`config.mk`:
```
export PLATFORM = sky130hd
export DESIGN_NAME = psr_top
export DESIGN_NICKNAME = d
export VERILOG_FILES = /design/src/pkg/psr_pkg.sv /design/src/hw/psr_reg_word.sv /design/src/hw/psr_top.sv
export SDC_FILE = /design/constraint.sdc
export NUM_CORES = 1
export LEC_CHECK = 0
export BUFFER_PORTS_ARGS = -buffer_cell sky130_fd_sc_hd__buf_2
export CAP_MARGIN = 15
export CORE_MARGIN = 2
export CORE_UTILIZATION = 47
export DETAILED_ROUTE_END_ITERATION = 10
export GPL_TIMING_DRIVEN = 0
export PLACE_DENSITY = 0.77
export SYNTH_ARGS = -nofsm -noshare
export SYNTH_HDL_FRONTEND = slang
export SYNTH_HIERARCHICAL = 1
export SYNTH_SLANG_ARGS = --single-unit
```
`constraint.sdc`:
```
create_clock -name I_SYS_CLK -period 3.4 [get_ports I_SYS_CLK]
set_input_delay 0.51 -clock I_SYS_CLK [delete_from_list [all_inputs] [get_ports I_SYS_CLK]]
set_output_delay 0.51 -clock I_SYS_CLK [all_outputs]
set_load 0.005 [all_outputs]
```
`src/pkg/psr_pkg.sv`:
```
package psr_pkg;

	localparam int unsigned DATA_W   = 32;
	localparam int unsigned ADDR_W   = 12;
	localparam int unsigned CAP_W    = 32;

	// register byte offsets
	localparam logic [11:0] PERIPH_RESET_CTRL_ONE_OFS = 12'h044;
	localparam logic [11:0] PORT_RESET_CTRL_OFS       = 12'h048;
	// capability mask readback, offsets of our own
	localparam logic [11:0] CAPABILITY_MASK_TWO_OFS   = 12'h04c;
	localparam logic [11:0] CAPABILITY_MASK_FOUR_OFS  = 12'h050;

	// writable bits and reset values of the peripheral and port reset registers
	localparam logic [31:0] PERIPH_ONE_RW_MASK = 32'h010f_1037;
	localparam logic [31:0] PORT_RW_MASK       = 32'h0000_00ff;
	localparam logic [31:0] PERIPH_ONE_RESET   = 32'h0000_0000;
	localparam logic [31:0] PORT_RESET         = 32'h0000_0000;

	// field positions
	localparam int unsigned COMPARATOR_ZERO_BIT  = 24;
	localparam int unsigned GP_COUNTER_LSB       = 16;
	localparam int unsigned GP_COUNTER_CNT       = 4;
	localparam int unsigned TWO_WIRE_ZERO_BIT    = 12;
	localparam int unsigned SYNC_SERIAL_LSB      = 4;
	localparam int unsigned SYNC_SERIAL_CNT      = 2;
	localparam int unsigned ASYNC_SERIAL_LSB     = 0;
	localparam int unsigned ASYNC_SERIAL_CNT     = 3;
	localparam int unsigned IO_PORT_LSB          = 0;
	localparam int unsigned IO_PORT_CNT          = 8;

	localparam logic [1:0] RESP_OKAY   = 2'h0;
	localparam logic [1:0] RESP_SLVERR = 2'h2;

	typedef struct packed
	{
		logic                  comparator_zero_reset;
		logic [3:0]            gp_counter_reset;
		logic                  two_wire_serial_zero_reset;
		logic [1:0]            sync_serial_reset;
		logic [2:0]            async_serial_reset;
		logic [7:0]            io_port_reset;
	} psr_resets_t;

	typedef struct packed
	{
		logic                  awvalid;
		logic [ADDR_W-1:0]     awaddr;
		logic                  wvalid;
		logic [DATA_W-1:0]     wdata;
		logic [3:0]            wstrb;
		logic                  bready;
		logic                  arvalid;
		logic [ADDR_W-1:0]     araddr;
		logic                  rready;
	} psr_axi_req_t;

	typedef struct packed
	{
		logic                  awready;
		logic                  wready;
		logic                  bvalid;
		logic [1:0]            bresp;
		logic                  arready;
		logic                  rvalid;
		logic [DATA_W-1:0]     rdata;
		logic [1:0]            rresp;
	} psr_axi_rsp_t;

endpackage

```
`src/hw/psr_reg_word.sv`:
```
`timescale 1ns/1ns
`default_nettype none

// one masked register word: writes land only on capable, writable bits
module psr_reg_word #(
	parameter logic [31:0] RW_MASK  = 32'h0000_0000,
	parameter logic [31:0] RST_VAL  = 32'h0000_0000
) (
	input  wire logic        i_clk,     // system clock
	input  wire logic        i_rst,     // async reset, active high
	input  wire logic        i_ce,      // clock enable
	input  wire logic        i_we,      // write strobe
	input  wire logic [31:0] i_wdata,   // write data
	input  wire logic [31:0] i_bmask,   // byte-lane bit mask
	input  wire logic [31:0] i_cap,     // capability mask
	output logic      [31:0] o_q        // stored value
);

	logic [31:0] en;

	always_comb
	begin
		en = RW_MASK & i_cap & i_bmask;
	end

	always_ff @(posedge i_clk or posedge i_rst)
	begin
		if (i_rst)
			o_q <= RST_VAL;
		else if (i_ce && i_we)
			o_q <= (o_q & ~en) | (i_wdata & en);
	end

endmodule

`default_nettype wire

```
`src/hw/psr_top.sv`:
```
`timescale 1ns/1ns
`default_nettype none

module psr_top (
	input  wire logic                    I_SYS_CLK,   // 25 MHz system clock
	input  wire logic                    I_RST,       // async reset, active high
	input  wire logic                    I_CE,        // clock enable, freezes all state low
	input  wire logic [31:0]             I_CAP_TWO,   // capability mask two
	input  wire logic [31:0]             I_CAP_FOUR,  // capability mask four
	input  wire psr_pkg::psr_axi_req_t   I_AXI_REQ,   // AXI4-Lite master to slave
	output psr_pkg::psr_axi_rsp_t        O_AXI_RSP,   // AXI4-Lite slave to master
	output psr_pkg::psr_resets_t         O_RESETS     // per-peripheral reset levels
);

	typedef struct packed
	{
		logic                               aw_got;
		logic [psr_pkg::ADDR_W-1:0]         aw_addr;
		logic                               w_got;
		logic [psr_pkg::DATA_W-1:0]         w_data;
		logic [3:0]                         w_strb;
		psr_pkg::psr_axi_rsp_t              rsp;
		psr_pkg::psr_resets_t               resets;
	} psr_state_t;

	psr_state_t   s_q;
	psr_state_t   s_d;
	logic [31:0]  periph_q;
	logic [31:0]  port_q;
	logic         we_periph;
	logic         we_port;
	logic [31:0]  bmask;

	function automatic logic [31:0] strb_mask(input logic [3:0] strb);
		logic [31:0] m;
		m = 32'h0000_0000;
		for (int i = 0; i < 4; i++)
			m[i*8 +: 8] = {8{strb[i]}};
		return m;
	endfunction

	function automatic logic [11:0] word_addr(input logic [11:0] a);
		return {a[11:2], 2'h0};
	endfunction

	// write commit happens when both address and data are held and no response pends
	logic do_write;
	assign do_write  = s_q.aw_got && s_q.w_got && !s_q.rsp.bvalid;
	assign bmask     = strb_mask(s_q.w_strb);
	assign we_periph = do_write && (word_addr(s_q.aw_addr) == psr_pkg::PERIPH_RESET_CTRL_ONE_OFS);
	assign we_port   = do_write && (word_addr(s_q.aw_addr) == psr_pkg::PORT_RESET_CTRL_OFS);

	psr_reg_word #(
		.RW_MASK (psr_pkg::PERIPH_ONE_RW_MASK),
		.RST_VAL (psr_pkg::PERIPH_ONE_RESET)
	) u_periph (
		.i_clk   (I_SYS_CLK),
		.i_rst   (I_RST),
		.i_ce    (I_CE),
		.i_we    (we_periph),
		.i_wdata (s_q.w_data),
		.i_bmask (bmask),
		.i_cap   (I_CAP_TWO),
		.o_q     (periph_q)
	);

	psr_reg_word #(
		.RW_MASK (psr_pkg::PORT_RW_MASK),
		.RST_VAL (psr_pkg::PORT_RESET)
	) u_port (
		.i_clk   (I_SYS_CLK),
		.i_rst   (I_RST),
		.i_ce    (I_CE),
		.i_we    (we_port),
		.i_wdata (s_q.w_data),
		.i_bmask (bmask),
		.i_cap   (I_CAP_FOUR),
		.o_q     (port_q)
	);

	function automatic logic [31:0] read_word(input logic [11:0] a, input logic [31:0] p1,
		input logic [31:0] p2, input logic [31:0] c2, input logic [31:0] c4);
		logic [11:0] w;
		w = word_addr(a);
		if (w == psr_pkg::PERIPH_RESET_CTRL_ONE_OFS)
			return p1 & psr_pkg::PERIPH_ONE_RW_MASK;
		else if (w == psr_pkg::PORT_RESET_CTRL_OFS)
			return p2 & psr_pkg::PORT_RW_MASK;
		else if (w == psr_pkg::CAPABILITY_MASK_TWO_OFS)
			return c2;
		else if (w == psr_pkg::CAPABILITY_MASK_FOUR_OFS)
			return c4;
		else
			return 32'h0000_0000;
	endfunction

	function automatic logic mapped(input logic [11:0] a);
		logic [11:0] w;
		w = word_addr(a);
		return (w == psr_pkg::PERIPH_RESET_CTRL_ONE_OFS) || (w == psr_pkg::PORT_RESET_CTRL_OFS)
			|| (w == psr_pkg::CAPABILITY_MASK_TWO_OFS) || (w == psr_pkg::CAPABILITY_MASK_FOUR_OFS);
	endfunction

	function automatic logic writable(input logic [11:0] a);
		logic [11:0] w;
		w = word_addr(a);
		return (w == psr_pkg::PERIPH_RESET_CTRL_ONE_OFS) || (w == psr_pkg::PORT_RESET_CTRL_OFS);
	endfunction

	always_comb
	begin
		s_d = s_q;
		s_d.rsp.awready = 1'b0;
		s_d.rsp.wready  = 1'b0;
		s_d.rsp.arready = 1'b0;

		// write address channel
		if (!s_q.aw_got && !s_q.rsp.awready && I_AXI_REQ.awvalid)
			s_d.rsp.awready = 1'b1;
		if (s_q.rsp.awready && I_AXI_REQ.awvalid)
		begin
			s_d.aw_got  = 1'b1;
			s_d.aw_addr = I_AXI_REQ.awaddr;
		end

		// write data channel
		if (!s_q.w_got && !s_q.rsp.wready && I_AXI_REQ.wvalid)
			s_d.rsp.wready = 1'b1;
		if (s_q.rsp.wready && I_AXI_REQ.wvalid)
		begin
			s_d.w_got  = 1'b1;
			s_d.w_data = I_AXI_REQ.wdata;
			s_d.w_strb = I_AXI_REQ.wstrb;
		end

		// commit and respond
		if (do_write)
		begin
			s_d.aw_got      = 1'b0;
			s_d.w_got       = 1'b0;
			s_d.rsp.bvalid  = 1'b1;
			s_d.rsp.bresp   = writable(s_q.aw_addr) ? psr_pkg::RESP_OKAY : psr_pkg::RESP_SLVERR;
		end
		if (s_q.rsp.bvalid && I_AXI_REQ.bready)
			s_d.rsp.bvalid = 1'b0;

		// read channel
		if (!s_q.rsp.arready && !s_q.rsp.rvalid && I_AXI_REQ.arvalid)
			s_d.rsp.arready = 1'b1;
		if (s_q.rsp.arready && I_AXI_REQ.arvalid)
		begin
			s_d.rsp.rvalid = 1'b1;
			s_d.rsp.rdata  = read_word(I_AXI_REQ.araddr, periph_q, port_q, I_CAP_TWO, I_CAP_FOUR);
			s_d.rsp.rresp  = mapped(I_AXI_REQ.araddr) ? psr_pkg::RESP_OKAY : psr_pkg::RESP_SLVERR;
		end
		if (s_q.rsp.rvalid && I_AXI_REQ.rready)
			s_d.rsp.rvalid = 1'b0;

		// reset levels follow the stored controls
		s_d.resets.comparator_zero_reset      = periph_q[psr_pkg::COMPARATOR_ZERO_BIT];
		s_d.resets.gp_counter_reset           =
			periph_q[psr_pkg::GP_COUNTER_LSB +: psr_pkg::GP_COUNTER_CNT];
		s_d.resets.two_wire_serial_zero_reset = periph_q[psr_pkg::TWO_WIRE_ZERO_BIT];
		s_d.resets.sync_serial_reset          =
			periph_q[psr_pkg::SYNC_SERIAL_LSB +: psr_pkg::SYNC_SERIAL_CNT];
		s_d.resets.async_serial_reset         =
			periph_q[psr_pkg::ASYNC_SERIAL_LSB +: psr_pkg::ASYNC_SERIAL_CNT];
		s_d.resets.io_port_reset              =
			port_q[psr_pkg::IO_PORT_LSB +: psr_pkg::IO_PORT_CNT];
	end

	always_ff @(posedge I_SYS_CLK or posedge I_RST)
	begin
		if (I_RST)
			s_q <= '0;
		else if (I_CE)
			s_q <= s_d;
	end

	assign O_AXI_RSP = s_q.rsp;
	assign O_RESETS  = s_q.resets;

endmodule

`default_nettype wire

```
==> tab_implementation.tex, run 1 <==
\begin{tabular}{lr}
\hline
Metric & Value \\
\hline
\multicolumn{2}{l}{\textbf{Global routing}} \\
Via count of the first global-routing pass & 4250 \\
Wire length of the first global-routing pass & 21600 um \\
Number of antenna violations at the first check in global routing & 1 \\
Global-route usage over all layers & 0.2205 \\
Congestion Overflow GR & 0 \\
Pin count of the biggest net entering global routing & 50 \\
\multicolumn{2}{l}{\textbf{Pwr}} \\
Portion of total power attributed to sequential cells & 0.505 \\
Peak VDD IR & 0.3236 mV \\
Total internal power & 2.445 mW \\
Lkg Pwr & 3.609 nW \\
Clock network fraction of design power & 0.309 \\
Pwr Density & 501.7 nW/um2 \\
Combinational fraction of design power & 0.186 \\
Sw Pwr & 0.9056 mW \\
Net Sw Frac & 0.2703 \\
\multicolumn{2}{l}{\textbf{Drt}} \\
Number of DRC markers in iteration 0 & 218 \\
Drt wl/cell & 16.67 um \\
Vias per cell & 5.266 \\
Drt drc & 0 \\
Total iterations of the first detailed-routing run & 4 \\
Total via count in the routed design & 4171 \\
Final Routed Wirelength & 13200 um \\
Final ANT Viol Nets & 0 \\
\multicolumn{2}{l}{\textbf{Layout}} \\
Multi-input gate area in the final layout & 2074 um2 \\
Number of filler cells placed in the layout & 926 \\
Area growth, synth to finish & 25.13\% \\
Final core area utilization & 0.6106 \\
Share of cells above drive strength 1 & 0.4885 \\
Final cell count without fillers & 792 \\
Number of nets in the layout & 778 \\
Total area of sequential cells & 2678 um2 \\
\multicolumn{2}{l}{\textbf{CTS}} \\
H-tree depth reported by CTS & 3 \\
TritonCTS clock tree & built \\
Clock sink count & 107 \\
Max Buffers Root-to-Sink & 2 \\
Clock latency at the later pin of the worst-skew pair & 0.35 ns \\
Root Driver & sky130\_fd\_sc\_hd\_\_clkbuf\_16 \\
Post-CTS Setup Inserts & 0 \\
Number of cells upsized or downsized after cts & 0 \\
Clock edge transition at the registers on the reported setup and hold paths & 0.07 ns \\
Number of clock buffers inserted by TritonCTS & 9 \\
Hold-fix buffers at CTS & 0 \\
\multicolumn{2}{l}{\textbf{STA}} \\
Max Clock Freq & 0.4429 GHz \\
Tightest Pin Transition & 0.7605 ns \\
Headroom to the max-slew limit & 0.4930 \\
Hold Worst Slack & 0.1775 ns \\
Final-layout setup total negative slack & 0 ns \\
Hold violation total from the final report & 0 \\
Unrepaired setup endpoints after global routing & no \\
Setup Viol. Count Final & 0 \\
Final worst-path cycle share & 0.6640 \\
Period minus WS final & 2.258 ns \\
Worst-case clock skew & 0.005878 ns \\
Max-slew violation count & 0 \\
\multicolumn{2}{l}{\textbf{Synthesis}} \\
Mean instance size in the synthesized netlist & 11.45 um2 \\
Combined area of all synthesized cells & 5336 um2 \\
Ys Warns & 6 \\
Gate Count Post-Synth & 466 \\
\multicolumn{2}{l}{\textbf{Die}} \\
Std-Cell Core Area & 10940 um2 \\
Initial standard-cell utilization of the core & 0.4880 \\
I/O Pins & 192 \\
Chip width & 110.6 um \\
Row count & 38 \\
Full die area & 12220 um2 \\
Die extent in y & 110.6 um \\
\multicolumn{2}{l}{\textbf{Setup path}} \\
Worst reg-to-reg setup slack & 1.14 ns \\
Required time at the endpoint of the critical path & 3.63 ns \\
Data arrival time of the critical path & 2.49 ns \\
Highest fanout seen on the critical path & 10 \\
Kind of start point of the critical path & flop \\
Launching point of the worst reg2reg path & s\_q[106] \\
Reg2Reg Depth & 7 \\
Critical path start-end classification & reg -> reg \\
Critical path startpoint & s\_q[106] \\
CP endpoint kind & flop \\
\multicolumn{2}{l}{\textbf{Placed design}} \\
Detail Placement HPWL & 10110 um \\
Placer Congestion & 0.8892 \\
Placed Cells & 775 \\
Number of buffers added on ports & 167 \\
\multicolumn{2}{l}{\textbf{Min path}} \\
Worst hold path type & in -> async \\
\multicolumn{2}{l}{\textbf{Run}} \\
MaxCap Viol Count & 0 \\
\multicolumn{2}{l}{\textbf{Outcome}} \\
Outcome & finished clean \\
\hline
\end{tabular}
cells in the final DEF (no fill, tap or decap), types with 9 or more instances in the layout:
cell / count
sky130_fd_sc_hd__nand2_1: 39
sky130_fd_sc_hd__nand4_1: 20
sky130_fd_sc_hd__nand3_1: 9
sky130_fd_sc_hd__clkbuf_16: 9
sky130_fd_sc_hd__buf_2: 172
sky130_fd_sc_hd__dfrtp_1: 107
sky130_fd_sc_hd__nor2_1: 9
sky130_fd_sc_hd__mux2_1: 14
sky130_fd_sc_hd__buf_4: 66
sky130_fd_sc_hd__mux2i_1: 18
sky130_fd_sc_hd__o21ai_0: 29
sky130_fd_sc_hd__mux2_2: 54
sky130_fd_sc_hd__clkbuf_1: 12
worst max-delay path, stage by stage, from the launching register on:
cell and delay [ns]:
sky130_fd_sc_hd__dfrtp_1 0.39, sky130_fd_sc_hd__nor4_1 0.29, sky130_fd_sc_hd__and4b_1 0.25, sky130_fd_sc_hd__nand2_1 0.08, sky130_fd_sc_hd__nor3b_1 0.39, sky130_fd_sc_hd__buf_4 0.27
sky130_fd_sc_hd__nand4_1 0.13, sky130_fd_sc_hd__mux2_1 0.34
layout make-up:
cell class	instances	area share
flip-flops and latches	107	0.4010
multi-input cells	271	0.3107
repair buffers	168	0.1293
plain buffers	85	0.08582
clock buffers	9	0.03373
well taps	140	0.02623
clock inverters	7	0.01031
inverters	4	0.002623
diodes	1	0.0003747
stage by stage:
stage / power, mW / setup WS [ns] / area (um2)
2_1_floorplan: 2.074 / 0.6114 / 5340
3_3_place_gp: 2.296 / -0.4403 / 6351
3_5_place_dp: 2.341 / 1.093 / 6381
4_1_cts: 3.375 / 1.171 / 6675
5_1_grt: 3.536 / 0.9985 / 6678
6_report: 3.350 / 1.142 / 6678
per-layer routing:
layer	up-vias	track usage	part of all wire
met4	0	0.07417	0.018
met1	2000	0.2888	0.42
met3	16	0.04171	0.071
met2	180	0.3693	0.49
met5	-	0	0
li1	1975	-	-
worst min path at each step:
stage,start,end,slack [ns],depth (start not counted)
2_1_floorplan,I_RST,asynchronous set/reset pin,0.33,1
3_3_place_gp,O_AXI_RSP[9],O_AXI_RSP[9],0.46,1
3_5_place_dp,O_AXI_RSP[30],O_AXI_RSP[30],0.47,2
4_1_cts,I_RST,asynchronous set/reset pin,0.18,2
5_1_grt,I_RST,asynchronous set/reset pin,0.19,2
6_report,I_RST,asynchronous set/reset pin,0.18,2
power groups by stage:
stage / clock network, mW / registers [mW] / logic [mW]
3_3_place_gp: 0 / 1.70 / 0.599
3_5_place_dp: 0 / 1.71 / 0.627
5_1_grt: 1.13 / 1.72 / 0.686
6_report: 1.04 / 1.69 / 0.623
2_1_floorplan: 0 / 1.64 / 0.430
4_1_cts: 1.05 / 1.69 / 0.632
(Power assumes the default switching activity.)
==> run 2, diff against run 1 <==
--- a/config.mk
+++ b/config.mk
@@ -5,13 +5,14 @@
 export SDC_FILE = /design/constraint.sdc
 export NUM_CORES = 1
 export LEC_CHECK = 0
+export ABC_AREA = 1
 export BUFFER_PORTS_ARGS = -buffer_cell sky130_fd_sc_hd__buf_2
 export CAP_MARGIN = 15
 export CORE_MARGIN = 2
-export CORE_UTILIZATION = 47
+export CORE_UTILIZATION = 53
 export DETAILED_ROUTE_END_ITERATION = 10
 export GPL_TIMING_DRIVEN = 0
-export PLACE_DENSITY = 0.77
+export PLACE_DENSITY = 0.81
 export SYNTH_ARGS = -nofsm -noshare
 export SYNTH_HDL_FRONTEND = slang
 export SYNTH_HIERARCHICAL = 1
==> constraint.sdc (replaced) <==
create_clock -name I_SYS_CLK -period 2.1 [get_ports I_SYS_CLK]
set_input_delay 0.315 -clock I_SYS_CLK [delete_from_list [all_inputs] [get_ports I_SYS_CLK]]
set_output_delay 0.315 -clock I_SYS_CLK [all_outputs]
set_load 0.005 [all_outputs]
==> run 2 against run 1 <==
- count of clock-buffer cells in the layout unchanged
- critical path type unchanged
- global-route usage increased by 4.3 points
- utilization increased by 5.9 points
- via count increased by 25%
- setup slack got worse by 0.83 ns
- first-iteration DRC count increased by 120%
- sequential share of layout area decreased by 1.5 points
==> tab_implementation.tex, run 2 <==
\begin{tabular}{lr}
\hline
Metric & Value \\
\hline
\multicolumn{2}{l}{\textbf{Min path}} \\
Worst hold path type & in -> reg \\
Number of cells traversed by the worst hold path & 3 \\
Hold path start & I\_AXI\_REQ[23] \\
Terminating pin of the worst hold path & s\_q[68] \\
\multicolumn{2}{l}{\textbf{Drt}} \\
Number of DRC markers in iteration 0 & 478 (+120\%) \\
Drt wl/cell & 14.13 um (-15\%) \\
Drt drc & 0 (unchanged) \\
Total via count in the routed design & 5219 (+25\%) \\
Total iterations of the first detailed-routing run & 6 (+2) \\
Final ANT Viol Nets & 0 (unchanged) \\
Final Routed Wirelength & 14700 um (+11\%) \\
Vias per cell & 5.018 (-4.7\%) \\
\multicolumn{2}{l}{\textbf{STA}} \\
Final worst-path cycle share & 0.8493 (+0.1853) \\
Hold violation total from the final report & 0 (unchanged) \\
Hold Worst Slack & 0.1334 ns (-0.04409 ns) \\
Slack of the critical path & 0.3165 ns (-0.8258 ns) \\
Setup Viol. Count Final & 0 (unchanged) \\
Unrepaired setup endpoints after global routing & no \\
Max Clock Freq & 0.5607 GHz (+27\%) \\
Final-layout setup total negative slack & 0 ns (unchanged) \\
Period minus WS final & 1.784 ns (-0.4742 ns) \\
Max-slew violation count & 0 (unchanged) \\
Worst-case clock skew & 0.01034 ns (+0.004459 ns) \\
\multicolumn{2}{l}{\textbf{CTS}} \\
Number of clock buffers inserted by TritonCTS & 9 (unchanged) \\
Max Buffers Root-to-Sink & 2 (unchanged) \\
Root Driver & sky130\_fd\_sc\_hd\_\_clkbuf\_8 \\
TritonCTS clock tree & built \\
Clock edge transition at the registers on the reported setup and hold paths & 0.11 ns (+0.04 ns) \\
H-tree depth reported by CTS & 3 (unchanged) \\
Clock sink count & 107 (unchanged) \\
Hold-fix buffers at CTS & 1 (+1) \\
Clock latency at the later pin of the worst-skew pair & 0.37 ns (+0.02 ns) \\
Post-CTS Setup Inserts & 0 (unchanged) \\
Number of cells upsized or downsized after cts & 0 (unchanged) \\
\multicolumn{2}{l}{\textbf{Setup path}} \\
Kind of start point of the critical path & flop \\
Worst-path cell with the longest stage delay & sky130\_fd\_sc\_hd\_\_dfrtp\_1 \\
Launching point of the worst reg2reg path & s\_q[101] \\
Critical path start-end classification & reg -> reg \\
Data arrival time of the critical path & 2.04 ns (-0.45 ns) \\
CP endpoint kind & flop \\
Cells along the critical path & nor2\_1 > nand3\_1 > nor4\_1 > nand2\_2 > buf\_6 > o21ai\_0 > nand2\_1 \\
Highest fanout seen on the critical path & 10 (unchanged) \\
Worst reg-to-reg setup slack & 0.32 ns (-0.83 ns) \\
Worst path max stage delay & 0.39 ns (about the same) \\
Reg2Reg Depth & 7 (unchanged) \\
Required time at the endpoint of the critical path & 2.36 ns (-1.27 ns) \\
\multicolumn{2}{l}{\textbf{Placed design}} \\
Placed inst area & 6715 um2 (+5.2\%) \\
Number of buffers added on ports & 167 (unchanged) \\
Detail Placement HPWL & 11380 um (+13\%) \\
Setup slack after placement & 0.3768 ns (-0.7164 ns) \\
Placer Congestion & 0.9179 (+3.2\%) \\
\multicolumn{2}{l}{\textbf{Global routing}} \\
Pin count of the biggest net entering global routing & 41 (-18\%) \\
Via count of the first global-routing pass & 4897 (+15\%) \\
Global-route usage over all layers & 0.2630 (+0.04252) \\
Number of antenna violations at the first check in global routing & 1 (unchanged) \\
Wire length of the first global-routing pass & 23490 um (+8.7\%) \\
Congestion Overflow GR & 0 (unchanged) \\
\multicolumn{2}{l}{\textbf{Layout}} \\
Number of nets in the layout & 1030 (+32\%) \\
Final std cell area, no fill & 6943 um2 (+4.0\%) \\
Leading cell types in the layout, fill and taps excluded & sky130\_fd\_sc\_hd\_\_nand2\_1 (275), sky130\_fd\_sc\_hd\_\_buf\_2 (179), sky130\_fd\_sc\_hd\_\_dfrtp\_1 (107) \\
Number of filler cells placed in the layout & 951 (+2.7\%) \\
Area growth, synth to finish & 22.63\% \\
Leading cell type in the layout, fill and taps excluded & sky130\_fd\_sc\_hd\_\_nand2\_1 \\
Share of cells above drive strength 1 & 0.3389 (-0.1496) \\
\multicolumn{2}{l}{\textbf{Die}} \\
I/O Pins & 192 (unchanged) \\
Full die area & 11530 um2 (-5.7\%) \\
Std-Cell Core Area & 10370 um2 (-5.2\%) \\
Initial standard-cell utilization of the core & 0.5460 (+0.05798) \\
Row count & 37 (-2.6\%) \\
Die extent in y & 107.4 um (-2.9\%) \\
Chip width & 107.4 um (-2.9\%) \\
\multicolumn{2}{l}{\textbf{Run}} \\
MaxCap Viol Count & 0 (unchanged) \\
\multicolumn{2}{l}{\textbf{Synthesis}} \\
Gate Count Post-Synth & 716 (+54\%) \\
Ys Warns & 6 (unchanged) \\
Combined area of all synthesized cells & 5662 um2 (+6.1\%) \\
Mean instance size in the synthesized netlist & 7.907 um2 (-31\%) \\
\multicolumn{2}{l}{\textbf{Pwr}} \\
Pwr Total & 4.924 mW (+47\%) \\
Pwr Density & 709.2 nW/um2 (+41\%) \\
Peak VDD IR & 0.5865 mV (+81\%) \\
Lkg Pwr & 3.993 nW (+11\%) \\
\multicolumn{2}{l}{\textbf{Outcome}} \\
Outcome & finished clean \\
\hline
\end{tabular}
==> run 2: per-stage QoR <==
stage          cells    util
2_1_floorplan    717       -
3_3_place_gp    1020  0.6437
3_5_place_dp    1022  0.6476
4_1_cts         1039  0.6693
5_1_grt         1040  0.6695
6_report        1040  0.6695
==> run 2: worst max path at each step <==
| stage | endpoint | from | cells after the start | slack (ns) |
|---|---|---|---|---|
| after floorplan | flop | O_AXI_RSP[38] | 7 | 0.61 |
| after global placement | O_AXI_RSP[25] | I_RST | 2 | 0.13 |
| after detailed placement | flop | s_q[101] | 7 | 0.38 |
| after CTS | flop | s_q[101] | 7 | 0.35 |
| after global routing | flop | s_q[109] | 8 | 0.15 |
| final | flop | s_q[101] | 7 | 0.32 |
==> run 2: worst max-delay path: cells and delay by family, from the launching register on <==
kind / cells / cell delay [ns]
flip-flops: 1 / 0.39
buffers and inverters: 1 / 0.19
AO/OA/AOI/OAI: 1 / 0.19
AND/OR/NAND/NOR: 5 / 0.89
==> run 2: area by class of cell <==
type | instances | area, um2 | share of cell area
sequential | 107 | 2678 | 0.3857
multi-input combinational | 461 | 2103 | 0.3029
timing repair buffer | 170 | 885.9 | 0.1276
buffer | 95 | 679.4 | 0.09786
inverter | 54 | 209.0 | 0.03010
tap | 136 | 170.2 | 0.02451
clock buffer | 9 | 123.9 | 0.01784
clock inverter | 7 | 91.34 | 0.01316
antenna | 1 | 2.502 | 0.0003604
==> run 2: where the power goes <==
| group | total, mW | internal (mW) | switching, mW | leakage [nW] |
|---|---|---|---|---|
| logic | 0.913 | 0.397 | 0.516 | 2.45 |
| clock network | 1.37 | 0.587 | 0.778 | 0.107 |
| registers | 2.65 | 2.39 | 0.255 | 1.44 |
==> run 2: metal layers <==
metal / global-route usage / up-vias / share of wire / wire (um)
met5: 0 / - / 0 / 0
met3: 0.05024 / 25 / 0.066 / 977
met2: 0.4444 / 224 / 0.49 / 7163
met1: 0.3423 / 2394 / 0.42 / 6197
met4: 0.08516 / 0 / 0.024 / 359
li1: - / 2576 / - / -
